## src/rtl/sysref_align_pkg.sv

```systemverilog
// shared constants for the sysref window and alignment block
package sysref_align_pkg;
  localparam int MAP_W      = 24;  // candidate capture taps
  localparam int SEL_W      = 4;   // capture tap select width
  localparam int DLY_W      = 8;   // coarse and fine delay width
  localparam int EDGES_MIN  = 3;   // sysref edges before map is valid
  // register indices, byte address is four times the index
  localparam logic [9:0] IDX_CTRL     = 10'h029;
  localparam logic [9:0] IDX_TAD      = 10'h02a;
  localparam logic [9:0] IDX_MAP_LO   = 10'h02c;
  localparam logic [9:0] IDX_MAP_MID  = 10'h02d;
  localparam logic [9:0] IDX_MAP_HI   = 10'h02e;
  localparam logic [9:0] IDX_CAL_EN   = 10'h030;
  localparam logic [9:0] IDX_CAL_CFG  = 10'h031;
  localparam logic [9:0] IDX_CAL_STAT = 10'h032;
  // field positions
  localparam int CTRL_ZOOM_BIT  = 4;
  localparam int APERTURE_DELAY_COARSE_LSB = 8;
  localparam int CLOCK_POLARITY_INVERT_BIT    = 16;
  localparam int STAT_DONE_BIT  = 24;
  localparam int STAT_VALID_BIT = 25;
  // reset values, bus response codes and calibration states
  localparam logic [SEL_W-1:0] SEL_RST    = 4'h0;
  localparam logic [7:0]       CFG_RST    = 8'h02;
  localparam logic [16:0]      TAD_RST    = 17'h00000;
  localparam logic [1:0]       RESP_OKAY  = 2'b00;
  localparam logic [1:0]       RESP_SLVERR = 2'b10;
  typedef enum logic [1:0] {CAL_IDLE, CAL_COARSE, CAL_FINE, CAL_DONE} cal_state_t;
endpackage

```

## src/rtl/sysref_window_and_auto_align.sv

```systemverilog
// sysref capture window detector and automatic aperture alignment
// Summary of operation
// measure sysref position inside the clock cycle into a readable tap bitmap
// bitmap reported valid only after three sysref rising edges
// bitmap bit is 1 where a tap risks setup or hold, else 0
// 24 taps reported, capture select reaches only taps 0 to 15
// bitmap bits 0 and 23 always read 1
// select value is the tap index; sysref sampled on that tap
// software picks a zero bit, ideally mid-run, as capture tap
// zoom 0 gives coarse tap spacing, zoom 1 gives fine spacing
// software uses zoom 1 above 3GHz clock, zoom 0 below
// software keeps capture select at 0 during alignment calibration
// clock, periodic sysref and normal setup present before calibration
// software writes calibration config, then sets the enable bit
// with enable set, search delays until clock falling edge meets sysref rise
// search coarse delay at both polarities; keep the smaller coarse delay
// on completion raise done and expose the found delay setting
// calibrated delay stays applied until software disables and writes its own
// software may later write stored invert, coarse and fine values
// software keeps converter calibration off while alignment runs
// invert adds half a period; coarse and fine each 256 steps, combined
// bitmap packed over three byte registers, bit 0 smallest delay lowest
// capture select four bits, values 0 to 15, reset 0
`timescale 1ns/1ps
`default_nettype none
module sysref_window_and_auto_align
  import sysref_align_pkg::*;
(
  input  wire logic              sys_clk,
  input  wire logic              rst_b,
  input  wire logic [11:0]       s_axi_awaddr,
  input  wire logic              s_axi_awvalid,
  output logic                   s_axi_awready,
  input  wire logic [31:0]       s_axi_wdata,
  input  wire logic [3:0]        s_axi_wstrb,
  input  wire logic              s_axi_wvalid,
  output logic                   s_axi_wready,
  output logic [1:0]             s_axi_bresp,
  output logic                   s_axi_bvalid,
  input  wire logic              s_axi_bready,
  input  wire logic [11:0]       s_axi_araddr,
  input  wire logic              s_axi_arvalid,
  output logic                   s_axi_arready,
  output logic [31:0]            s_axi_rdata,
  output logic [1:0]             s_axi_rresp,
  output logic                   s_axi_rvalid,
  input  wire logic              s_axi_rready,
  input  wire logic              sysref,
  input  wire logic [MAP_W-1:0]  tap_sample,
  input  wire logic              phase_late,
  output logic                   tap_step_fine,
  output logic [SEL_W-1:0]       capture_tap_select,
  output logic                   sysref_captured,
  output logic                   clock_polarity_invert,
  output logic [DLY_W-1:0]       aperture_delay_coarse,
  output logic [DLY_W-1:0]       aperture_delay_fine
);

  // ---------------- bus slave ----------------
  logic             aw_full_r;
  logic             w_full_r;
  logic [9:0]       aw_idx_r;
  logic [31:0]      wdata_r;
  logic [3:0]       wstrb_r;
  logic             bvalid_r;
  logic [1:0]       bresp_r;
  logic             rvalid_r;
  logic [31:0]      rdata_r;
  logic [1:0]       rresp_r;

  // software-visible state
  logic [SEL_W-1:0] sel_r;
  logic             zoom_r;
  logic [16:0]      tad_sw_r;
  logic             cal_en_r;
  logic [7:0]       cfg_r;

  wire       do_write  = aw_full_r && w_full_r && !bvalid_r;
  wire       do_read   = s_axi_arvalid && !rvalid_r;
  wire [9:0] ar_idx    = s_axi_araddr[11:2];
  wire       wr_ctrl   = do_write && aw_idx_r == IDX_CTRL && wstrb_r[0];
  wire       wr_tad    = do_write && aw_idx_r == IDX_TAD;
  wire       wr_en     = do_write && aw_idx_r == IDX_CAL_EN && wstrb_r[0];
  wire       wr_cfg    = do_write && aw_idx_r == IDX_CAL_CFG && wstrb_r[0];
  wire       wr_hit    = aw_idx_r == IDX_CTRL || aw_idx_r == IDX_TAD ||
                         aw_idx_r == IDX_CAL_EN || aw_idx_r == IDX_CAL_CFG;

  // handshake outputs
  assign s_axi_awready = !aw_full_r;
  assign s_axi_wready  = !w_full_r;
  assign s_axi_bvalid  = bvalid_r;
  assign s_axi_bresp   = bresp_r;
  assign s_axi_arready = !rvalid_r;
  assign s_axi_rvalid  = rvalid_r;
  assign s_axi_rdata   = rdata_r;
  assign s_axi_rresp   = rresp_r;

  // address and data may arrive in either order
  always_ff @(posedge sys_clk or negedge rst_b) begin
    if (!rst_b) begin
      aw_full_r <= 1'b0;
      w_full_r  <= 1'b0;
      aw_idx_r  <= 10'h000;
      wdata_r   <= 32'h0000_0000;
      wstrb_r   <= 4'h0;
      bvalid_r  <= 1'b0;
      bresp_r   <= RESP_OKAY;
    end else begin
      if (s_axi_awvalid && !aw_full_r) begin
        aw_full_r <= 1'b1;
        aw_idx_r  <= s_axi_awaddr[11:2];
      end
      if (s_axi_wvalid && !w_full_r) begin
        w_full_r <= 1'b1;
        wdata_r  <= s_axi_wdata;
        wstrb_r  <= s_axi_wstrb;
      end
      if (do_write) begin
        aw_full_r <= 1'b0;
        w_full_r  <= 1'b0;
        bvalid_r  <= 1'b1;
        bresp_r   <= wr_hit ? RESP_OKAY : RESP_SLVERR;
      end else if (bvalid_r && s_axi_bready) begin
        bvalid_r <= 1'b0;
      end
    end
  end

  // software registers
  always_ff @(posedge sys_clk or negedge rst_b) begin
    if (!rst_b) begin
      sel_r    <= SEL_RST;
      zoom_r   <= 1'b0;
      tad_sw_r <= TAD_RST;
      cal_en_r <= 1'b0;
      cfg_r    <= CFG_RST;
    end else begin
      if (wr_ctrl) begin
        sel_r  <= wdata_r[SEL_W-1:0];
        zoom_r <= wdata_r[CTRL_ZOOM_BIT];
      end
      if (wr_tad && wstrb_r[0])
        tad_sw_r[7:0] <= wdata_r[7:0];
      if (wr_tad && wstrb_r[1])
        tad_sw_r[15:8] <= wdata_r[15:8];
      if (wr_tad && wstrb_r[2])
        tad_sw_r[16] <= wdata_r[CLOCK_POLARITY_INVERT_BIT];
      if (wr_en)
        cal_en_r <= wdata_r[0];
      if (wr_cfg)
        cfg_r <= wdata_r[7:0];
    end
  end

  // ---------------- window detector ----------------
  logic             sysref_d_r;
  logic [1:0]       edge_cnt_r;
  logic [MAP_W-1:0] acc_r;
  logic             captured_r;
  logic [MAP_W-1:0] viol;

  wire sysref_rise = sysref && !sysref_d_r;
  wire map_valid   = edge_cnt_r == 2'(EDGES_MIN);

  // a tap is marginal when either neighbour saw a different level
  genvar gi;
  generate
    for (gi = 1; gi < MAP_W-1; gi++) begin : g_viol
      assign viol[gi] = (tap_sample[gi] != tap_sample[gi-1]) ||
                        (tap_sample[gi] != tap_sample[gi+1]);
    end
  endgenerate
  assign viol[0]       = 1'b1;
  assign viol[MAP_W-1] = 1'b1;

  wire [MAP_W-1:0] map = {1'b1, acc_r[MAP_W-2:1], 1'b1};

  // accumulate violations per edge; a control register write with byte lane 0 strobed restarts the survey
  always_ff @(posedge sys_clk or negedge rst_b) begin
    if (!rst_b) begin
      sysref_d_r <= 1'b0;
      edge_cnt_r <= 2'h0;
      acc_r      <= '0;
      captured_r <= 1'b0;
    end else begin
      sysref_d_r <= sysref;
      captured_r <= tap_sample[sel_r];
      if (wr_ctrl) begin
        // a rise landing on the restart is the first edge of the new survey
        edge_cnt_r <= {1'b0, sysref_rise};
        acc_r      <= sysref_rise ? viol : '0;
      end else if (sysref_rise) begin
        acc_r <= acc_r | viol;
        if (!map_valid)
          edge_cnt_r <= edge_cnt_r + 2'h1;
      end
    end
  end

  assign sysref_captured    = captured_r;
  assign capture_tap_select = sel_r;
  assign tap_step_fine      = zoom_r;

  // ---------------- alignment calibration ----------------
  cal_state_t       state_r;
  logic             inv_r;
  logic [DLY_W-1:0] coarse_r;
  logic [DLY_W-1:0] fine_r;
  logic [DLY_W-1:0] found_n_r;
  logic [7:0]       settle_r;
  logic             use_cal_r;
  logic             done_r;

  wire             settled  = settle_r == 8'h00;
  wire             step     = sysref_rise && settled;
  wire             hit      = step && phase_late;
  wire             top      = coarse_r == '1;
  // coarse at which the inverted pass crossed; start_c keeps one step short of the smaller of it and found_n_r, or 0 when that is 0
  wire [DLY_W-1:0] cross_i  = coarse_r;
  wire             pick_inv = cross_i < found_n_r;
  wire [DLY_W-1:0] best     = pick_inv ? cross_i : found_n_r;
  wire [DLY_W-1:0] start_c  = (best == '0) ? best : best - 8'h01;

  // search falling-edge alignment: coarse both polarities, then fine
  always_ff @(posedge sys_clk or negedge rst_b) begin
    if (!rst_b) begin
      state_r   <= CAL_IDLE;
      inv_r     <= 1'b0;
      coarse_r  <= '0;
      fine_r    <= '0;
      found_n_r <= '0;
      settle_r  <= 8'h00;
      done_r    <= 1'b0;
    end else begin
      if (sysref_rise)  // settle counts skipped sysref edges, not cycles
        settle_r <= settled ? cfg_r : settle_r - 8'h01;
      case (state_r)
        CAL_IDLE: begin
          if (cal_en_r) begin
            state_r  <= CAL_COARSE;
            inv_r    <= 1'b0;
            coarse_r <= '0;
            fine_r   <= '0;
            done_r   <= 1'b0;
            settle_r <= cfg_r;
          end
        end
        CAL_COARSE: begin
          if (!cal_en_r) begin
            state_r <= CAL_IDLE;
          end else if (step && (phase_late || top)) begin
            if (!inv_r) begin
              found_n_r <= coarse_r;
              inv_r     <= 1'b1;
              coarse_r  <= '0;
            end else begin
              inv_r    <= pick_inv;
              coarse_r <= start_c;
              state_r  <= CAL_FINE;
            end
          end else if (step) begin
            coarse_r <= coarse_r + 8'h01;
          end
        end
        CAL_FINE: begin
          if (!cal_en_r) begin
            state_r <= CAL_IDLE;
          end else if (hit || (step && fine_r == '1)) begin
            state_r <= CAL_DONE;
            done_r  <= 1'b1;
          end else if (step) begin
            fine_r <= fine_r + 8'h01;
          end
        end
        CAL_DONE: begin
          if (!cal_en_r)
            state_r <= CAL_IDLE;
        end
        default: state_r <= CAL_IDLE;
      endcase
    end
  end

  // calibrated setting holds until software disables calibration and writes its own delay
  always_ff @(posedge sys_clk or negedge rst_b) begin
    if (!rst_b)
      use_cal_r <= 1'b0;
    else if (state_r == CAL_FINE && done_r == 1'b0 && cal_en_r)
      use_cal_r <= 1'b1;
    else if (wr_tad && !cal_en_r)
      use_cal_r <= 1'b0;
  end

  wire searching = state_r == CAL_COARSE || state_r == CAL_FINE;
  wire drive_cal = searching || use_cal_r;

  // delay controls combine independently in the clock path
  assign clock_polarity_invert = drive_cal ? inv_r : tad_sw_r[CLOCK_POLARITY_INVERT_BIT];
  assign aperture_delay_coarse = drive_cal ? coarse_r : tad_sw_r[15:8];
  assign aperture_delay_fine   = drive_cal ? fine_r : tad_sw_r[7:0];

  // ---------------- read path ----------------
  wire [31:0] cal_stat = {6'h00, map_valid, done_r, 7'h00, inv_r, coarse_r, fine_r};
  wire [31:0] rd_mux =
    (ar_idx == IDX_CTRL)     ? {27'h0, zoom_r, sel_r} :
    (ar_idx == IDX_TAD)      ? {15'h0, tad_sw_r} :
    (ar_idx == IDX_MAP_LO)   ? {24'h0, map[7:0]} :
    (ar_idx == IDX_MAP_MID)  ? {24'h0, map[15:8]} :
    (ar_idx == IDX_MAP_HI)   ? {24'h0, map[23:16]} :
    (ar_idx == IDX_CAL_EN)   ? {31'h0, cal_en_r} :
    (ar_idx == IDX_CAL_CFG)  ? {24'h0, cfg_r} :
    (ar_idx == IDX_CAL_STAT) ? cal_stat : 32'h0000_0000;
  wire rd_hit = ar_idx == IDX_CTRL || ar_idx == IDX_TAD ||
                ar_idx == IDX_MAP_LO || ar_idx == IDX_MAP_MID ||
                ar_idx == IDX_MAP_HI || ar_idx == IDX_CAL_EN ||
                ar_idx == IDX_CAL_CFG || ar_idx == IDX_CAL_STAT;

  // read answer one cycle after address is taken
  always_ff @(posedge sys_clk or negedge rst_b) begin
    if (!rst_b) begin
      rvalid_r <= 1'b0;
      rdata_r  <= 32'h0000_0000;
      rresp_r  <= RESP_OKAY;
    end else if (do_read) begin
      rvalid_r <= 1'b1;
      rdata_r  <= rd_mux;
      rresp_r  <= rd_hit ? RESP_OKAY : RESP_SLVERR;
    end else if (rvalid_r && s_axi_rready) begin
      rvalid_r <= 1'b0;
    end
  end
endmodule
`default_nettype wire
```

## config.mk

```make
export PLATFORM = sky130hd
export DESIGN_NAME = sysref_window_and_auto_align
export DESIGN_NICKNAME = d
export VERILOG_FILES = /design/src/rtl/sysref_align_pkg.sv /design/src/rtl/sysref_window_and_auto_align.sv
export SDC_FILE = /design/constraint.sdc
export NUM_CORES = 1
export LEC_CHECK = 0
export BUFFER_PORTS_ARGS = -buffer_cell sky130_fd_sc_hd__buf_2
export CORE_MARGIN = 3
export CORE_UTILIZATION = 35
export CTS_CLUSTER_DIAMETER = 50
export DETAILED_ROUTE_END_ITERATION = 8
export PLACE_DENSITY = 0.53
export SETUP_SLACK_MARGIN = 0.15
export SKIP_LAST_GASP = 1
export SYNTH_ARGS = -nofsm -noshare
export SYNTH_HDL_FRONTEND = slang
export SYNTH_SLANG_ARGS = --single-unit
```

## constraint.sdc

```tcl
create_clock -name sys_clk -period 5.2 [get_ports sys_clk]
set_input_delay 1.04 -clock sys_clk [delete_from_list [all_inputs] [get_ports sys_clk]]
set_output_delay 1.04 -clock sys_clk [all_outputs]
set_load 0.02 [all_outputs]
```

# After elaboration in Yosys (flattened, before gate mapping)
# Cells that the tools add are included.
# totals
register_bits	166
output_inout_bits	64
wordCells	262
inputBits	93
# op_classes
n_lt_le_gt_ge	2
bitwise_logic	3
eq_ne	75
reduce_logical	85
n_mux	63
addsub	5
# op_table
cell	count
$mux 26	8
$mux 8	16
$eq 10x6->1 const B	12
$mux 24	3
$ne 1x1->1	44
$logic_or 1x1->1	36
$pmux 8 s2	2
$logic_and 1x1->1	25
$mux 2	12
$or 24x24->24	1
$mux 1	18
$ne 2x2->1 const B	9
$add 8x1->8 const B	2
$eq 8x8->1 const B	2
$logic_not 8->1	2
$reduce_and 4->1	4
$reduce_bool 2->1	8
$sub 8x1->8 const B	2
$ne 3x3->1 const B	4
$reduce_and 5->1	2
$lt 8x8->1	1
$pmux 2 s4	1
$eq 2x2->1 const B	3
$logic_not 1->1	6
other kinds (8)	10

# Logic depth before layout (Yosys ltp)
# depth
word_depth	9
depth_mapped	15
depth_no_buf	13

# Worst setup path before layout
# OpenSTA, ideal clock, no wires.
# synth_path
path_type	register -> register
startpoint	register found_n_r[4]
endpoint	register coarse_r[5]
n_path_buf	2
synth_period_minus_slack_ns	3.359
path_stages_with_launch	14
setup_time_ns	0.128
arrival_time_ns	3.231
t_required_ns	5.072
slack_ns	1.841
cell_sequence	dfrtp_1 > inv_1 > ha_1 > a21o_1 > a221oi_1 > o21a_1 > clkbuf_1 > buf_1 > mux2i_1 > ha_1 > nor4b_1 > mux2_2 > or2_2 > o21ai_0
# synth_via
elab_chain_cells	8
word_cells_on_any_way	9
cone_classes	1 x add/sub; 1 x order compare; 6 x mux; 1 x reduce/logical
# synth_rtl
item	line	source
from (decl)	sysref_window_and_auto_align.sv:209	logic [DLY_W-1:0] found_n_r;
from (signal assigned)	sysref_window_and_auto_align.sv:253	found_n_r <= coarse_r;
$lt 8x8->1	sysref_window_and_auto_align.sv:220	wire pick_inv = cross_i < found_n_r;
$mux 8 *	sysref_window_and_auto_align.sv:221	wire [DLY_W-1:0] best = pick_inv ? cross_i : found_n_r;
$sub 8x1->8 / $logic_not 8->1 (equally long branches)	sysref_window_and_auto_align.sv:222	wire [DLY_W-1:0] start_c = (best == '0) ? best : best - 8'h01;
$mux 8 *	sysref_window_and_auto_align.sv:222	
$mux 8 *	sysref_window_and_auto_align.sv:252	if (!inv_r) begin
$mux 8 *	sysref_window_and_auto_align.sv:251	end else if (step && (phase_late || top)) begin
$mux 8 *	sysref_window_and_auto_align.sv:249	if (!cal_en_r) begin
$pmux 8 s2 *	sysref_window_and_auto_align.sv:237	case (state_r)
to (signal assigned)	sysref_window_and_auto_align.sv:258	coarse_r <= start_c;
to (signal assigned)	sysref_window_and_auto_align.sv:262	coarse_r <= coarse_r + 8'h01;
to (decl)	sysref_window_and_auto_align.sv:207	logic [DLY_W-1:0] coarse_r;
# Every way passes the cells marked *; elsewhere a longest branch is shown, timed or not. The select of a mux whose other input is x is not followed.
# A chain may end at the register's enable or synchronous reset.

# Final worst setup path
# layout_path
startpoint	register coarse_r[6]
endpoint	register coarse_r[2]
# layout_via
elab_chain_cells	8
word_cells_on_any_way	14
cone_classes	1 x add/sub; 1 x order compare; 2 x eq/ne; 6 x mux; 4 x reduce/logical
# layout_rtl
item	line
$lt 8x8->1	sysref_window_and_auto_align.sv:220
$mux 8	sysref_window_and_auto_align.sv:221
$sub 8x1->8 / $logic_not 8->1 (equally long branches)	sysref_window_and_auto_align.sv:222
$mux 8	sysref_window_and_auto_align.sv:222
$mux 8	sysref_window_and_auto_align.sv:252
$mux 8	sysref_window_and_auto_align.sv:251
$mux 8	sysref_window_and_auto_align.sv:249
$pmux 8 s2	sysref_window_and_auto_align.sv:237
# Several ways; a longest one is shown, not always the timed one. The select of a mux whose other input is x is not followed.

==> impl_results.md <==
- CTS Buf Count: 17
- Power Dens Cells: 351 mW/mm^2
- Max layer used: met4
- Worst Setup EP: coarse_r[2]
- Synth Area in XOR/XNOR: 1.94%
- Main combinational cell family by area after synthesis: simple AND/OR/NAND/NOR gates
- Mux share of post-synthesis cell area: 13.0%
- Crit path DAT: 4.07 ns
- Worst Tran Pin Value: 1.08 ns
- P_leak: 0.00440 uW
- Final cell count without fillers: 1239
- Worst flop-to-flop path endpoint: coarse_r[2]
- Largest net degree at the start of global routing: 81
- FF+latch count, synth: 149
- Worst Skew: 0.0144 ns
- Floorplan die width: 159 um
- Most frequent cells in the layout: 148 x dfrtp_1, 120 x buf_2, 82 x nand2_1, 76 x mux2_2
- Hold path cells: 2
- Crit path time final: 3.77 ns
- Peak VDD IR: 200 uV
- Crit-path cells: ha_1 -> a21o_1 -> a221oi_1 -> o21a_1 -> mux2i_1 -> ha_1 -> nor4b_1 -> mux2_2 -> or2_2 -> o21ai_0
- Reg2reg setup slack: 1.43 ns
- Largest area contributor in the netlist: dfrtp_1
- Met2 WL: 10300 um
- Mapped cell area: 0.00815 mm^2
- Overflow after GRT: 0
- RSZ-0062 raised after global routing: false
- Worst slew margin: 27.8%
- # clock sinks: 149
- Iteration-0 DRC Markers: 346
- Die area: 0.0251 mm^2
- CTS tree: done
- Sequential element share of the synthesized area: 45.8%
- Part of the cycle the worst path needs: 72.5%
- CP required: 5.50 ns
- H-tree lvl count: 4
- Placed insts: 1207
- I/O Buffers: 121
- Drt pass-1 iters: 5
- Clock transition at path regs: 0.07 ns
- Clock buffer depth: 2
- FP Rows: 55
- Top cell by count, worst path: ha_1
- GP Congestion: 0.792
- Top_reg_cell synth: dfrtp_1
- Worst Reg2Reg Path Length in Cells: 10
- Final nets: 1024
- Top cell family by delay on the critical path: compound AO/OA/AOI/OAI gates
- First-pass GRT wire length: 35600 um
- Max-capacitance violation count: 0
- Vias in the first global route: 6393
- Via count: 6504
- # setup viols final: 0
- Cell variety after synth: 70
- CP Launch Type: flop
- Worst path max stage delay: 0.63 ns
- Synth Area in Compound Gates: 14.6%
- Critical path class: reg -> reg
- Synth top area cells: dfrtp_1 45%, mux2_2 11%, nand2_1 3.8%
- Design Area, Final: 0.00957 mm^2
- Met1 Wirelength: 10400 um
- Routed len/inst: 17.6 um
- Hold Fails Final Rpt: 0
- Met3 WL: 896 um
- Avg Cell Area, Syn: 10.1 um^2
- Ports: 157
- Reg-to-reg startpoint: coarse_r[6]
- Die height: 159 um
- Postcts setup bufs: 0
- Leading cell type in the layout, fill and taps excluded: dfrtp_1
- Fmax achieved: 0.265 GHz
- Routed wire length: 21900 um
- Post-synth EDFFs: 0
- Post-synthesis adder-cell area fraction: 2.76%
- DP Wirelength: 15900 um
- Top-area cell type share of the netlist area: 45.5%
- Setup TNS: 0 ns
- YS warnings: 0
- Overall routing resource usage: 18.1%
- Root Driver: clkbuf_16
- Critical path endpoint category: flop
- Area growth syn-to-layout: 17.5%
- Critical path depth: 10
- PostCTS Resize Cnt: 0
- Status: complete, no violations
- Asr flop ratio synth: 100%
- Worst-skew pair later-pin latency: 0.43 ns
- ANT nets after route: 0
- Post-synthesis simple-gate area fraction: 17.4%
- Final Slew Violations: 0
- Crit path from: coarse_r[6]
- Core Region: 0.0228 mm^2
- Number of remaining DRC errors: 0
- Share of layout cells above drive strength 1: 27.0%
- Worst-path fanout max: 20
- CP bufs+invs: 0
- Number of vias per cell: 5.25
- N_diodes: 0
- Initial antenna violation count: 0
- CTS Hold Bufs: 0
- Slowest CP cell: o21a_1
- Initial core utilization: 35.8%
- HP Class: reg -> reg
- Cells after Synth: 807
- Post-Place Cell Area: 0.00899 mm^2
## worst min-delay path, cell delays in order, from the launching register on
cell,delay (ns)
dfrtp_1,0.33
nand2_1,0.04
o21ai_0,0.06
## Yosys cell counts (7+ instances only)
library cell    n
a32o_1         12
nor3_1         13
xor2_1          9
inv_1          25
nand2b_1       13
mux2i_1         9
a221oi_1        9
nor2_1         51
or3_1          15
xnor2_1         9
dfrtp_1       148
mux2_2         76
nand4_1         7
o21ai_1        12
and3_1         11
o21ai_0        51
ha_1           18
a22oi_1        10
a21oi_1        28
clkbuf_1       34
nand3_1        27
nor2b_1        13
buf_4          16
nand2_1        82
## metal layers
layer / global-route usage [%] / vias up
li1: - / 3147
met3: 3.45 / 21
met5: 0 / -
met1: 25.9 / 3204
met4: 4.22 / 0
met2: 28.5 / 132
## state kept, by name, indices dropped and copies added, names as in the netlist, 2 cells and up
| signal | flops |
|---|---|
| settle_r | 8 |
| state_r | 2 |
| capture_tap_select | 4 |
| tad_sw_r | 17 |
| s_axi_rdata | 19 |
| fine_r | 8 |
| found_n_r | 8 |
| wdata_r | 17 |
| cfg_r | 8 |
| coarse_r | 8 |
| acc_r | 22 |
| wstrb_r | 3 |
| edge_cnt_r | 2 |
| aw_idx_r | 10 |
## kinds of logic after synthesis
logic type	Yosys count
DFF	149
buffers and inverters	80
xor gates and xnor gates	18
adders and majority gates	18
and+or+nand+nor	274
muxes	90
AOI/OAI and AO/OA	177
other	1
## worst min path at each step
| stage | startpoint | endpoint |
|---|---|---|
| 2_1_floorplan | acc_r[21] | acc_r[21] |
| 3_3_place_gp | s_axi_rdata[5] | s_axi_rdata[5] |
| 3_5_place_dp | s_axi_rdata[5] | s_axi_rdata[5] |
| 4_1_cts | s_axi_rdata[5] | s_axi_rdata[5] |
| 5_1_grt | s_axi_rresp[1] | s_axi_rresp[1] |
| 6_report | s_axi_rresp[1] | s_axi_rresp[1] |
## power breakdown
part	switching, uW	internal [uW]	leakage [uW]
Clock	524	717	0.000281
Sequential	165	1350	0.00182
Combinational	312	296	0.00230
## area by class of cell
type | instances | area (um^2)
Fill cell | 2270 | 13200
Multi-Input combinational cell | 592 | 4110
Sequential cell | 149 | 3730
Timing Repair Buffer | 128 | 664
Clock buffer | 20 | 437
Tap cell | 313 | 392
Clock inverter | 12 | 145
Inverter | 25 | 93.8
## per-stage QoR
step | util (%) | hold WS (ns) | setup WS, ns | power [uW]
2_1_floorplan | - | 0.441 | 1.84 | 1930
3_5_place_dp | 39.5 | 0.462 | 1.43 | 2150
3_3_place_gp | 39.5 | 0.460 | 1.47 | 2130
5_1_grt | 42.0 | 0.504 | 1.03 | 3550
6_report | 42.0 | 0.476 | 1.43 | 3360
4_1_cts | 42.0 | 0.476 | 1.41 | 3400
No activity file was read; power rests on OpenSTA's default activity.
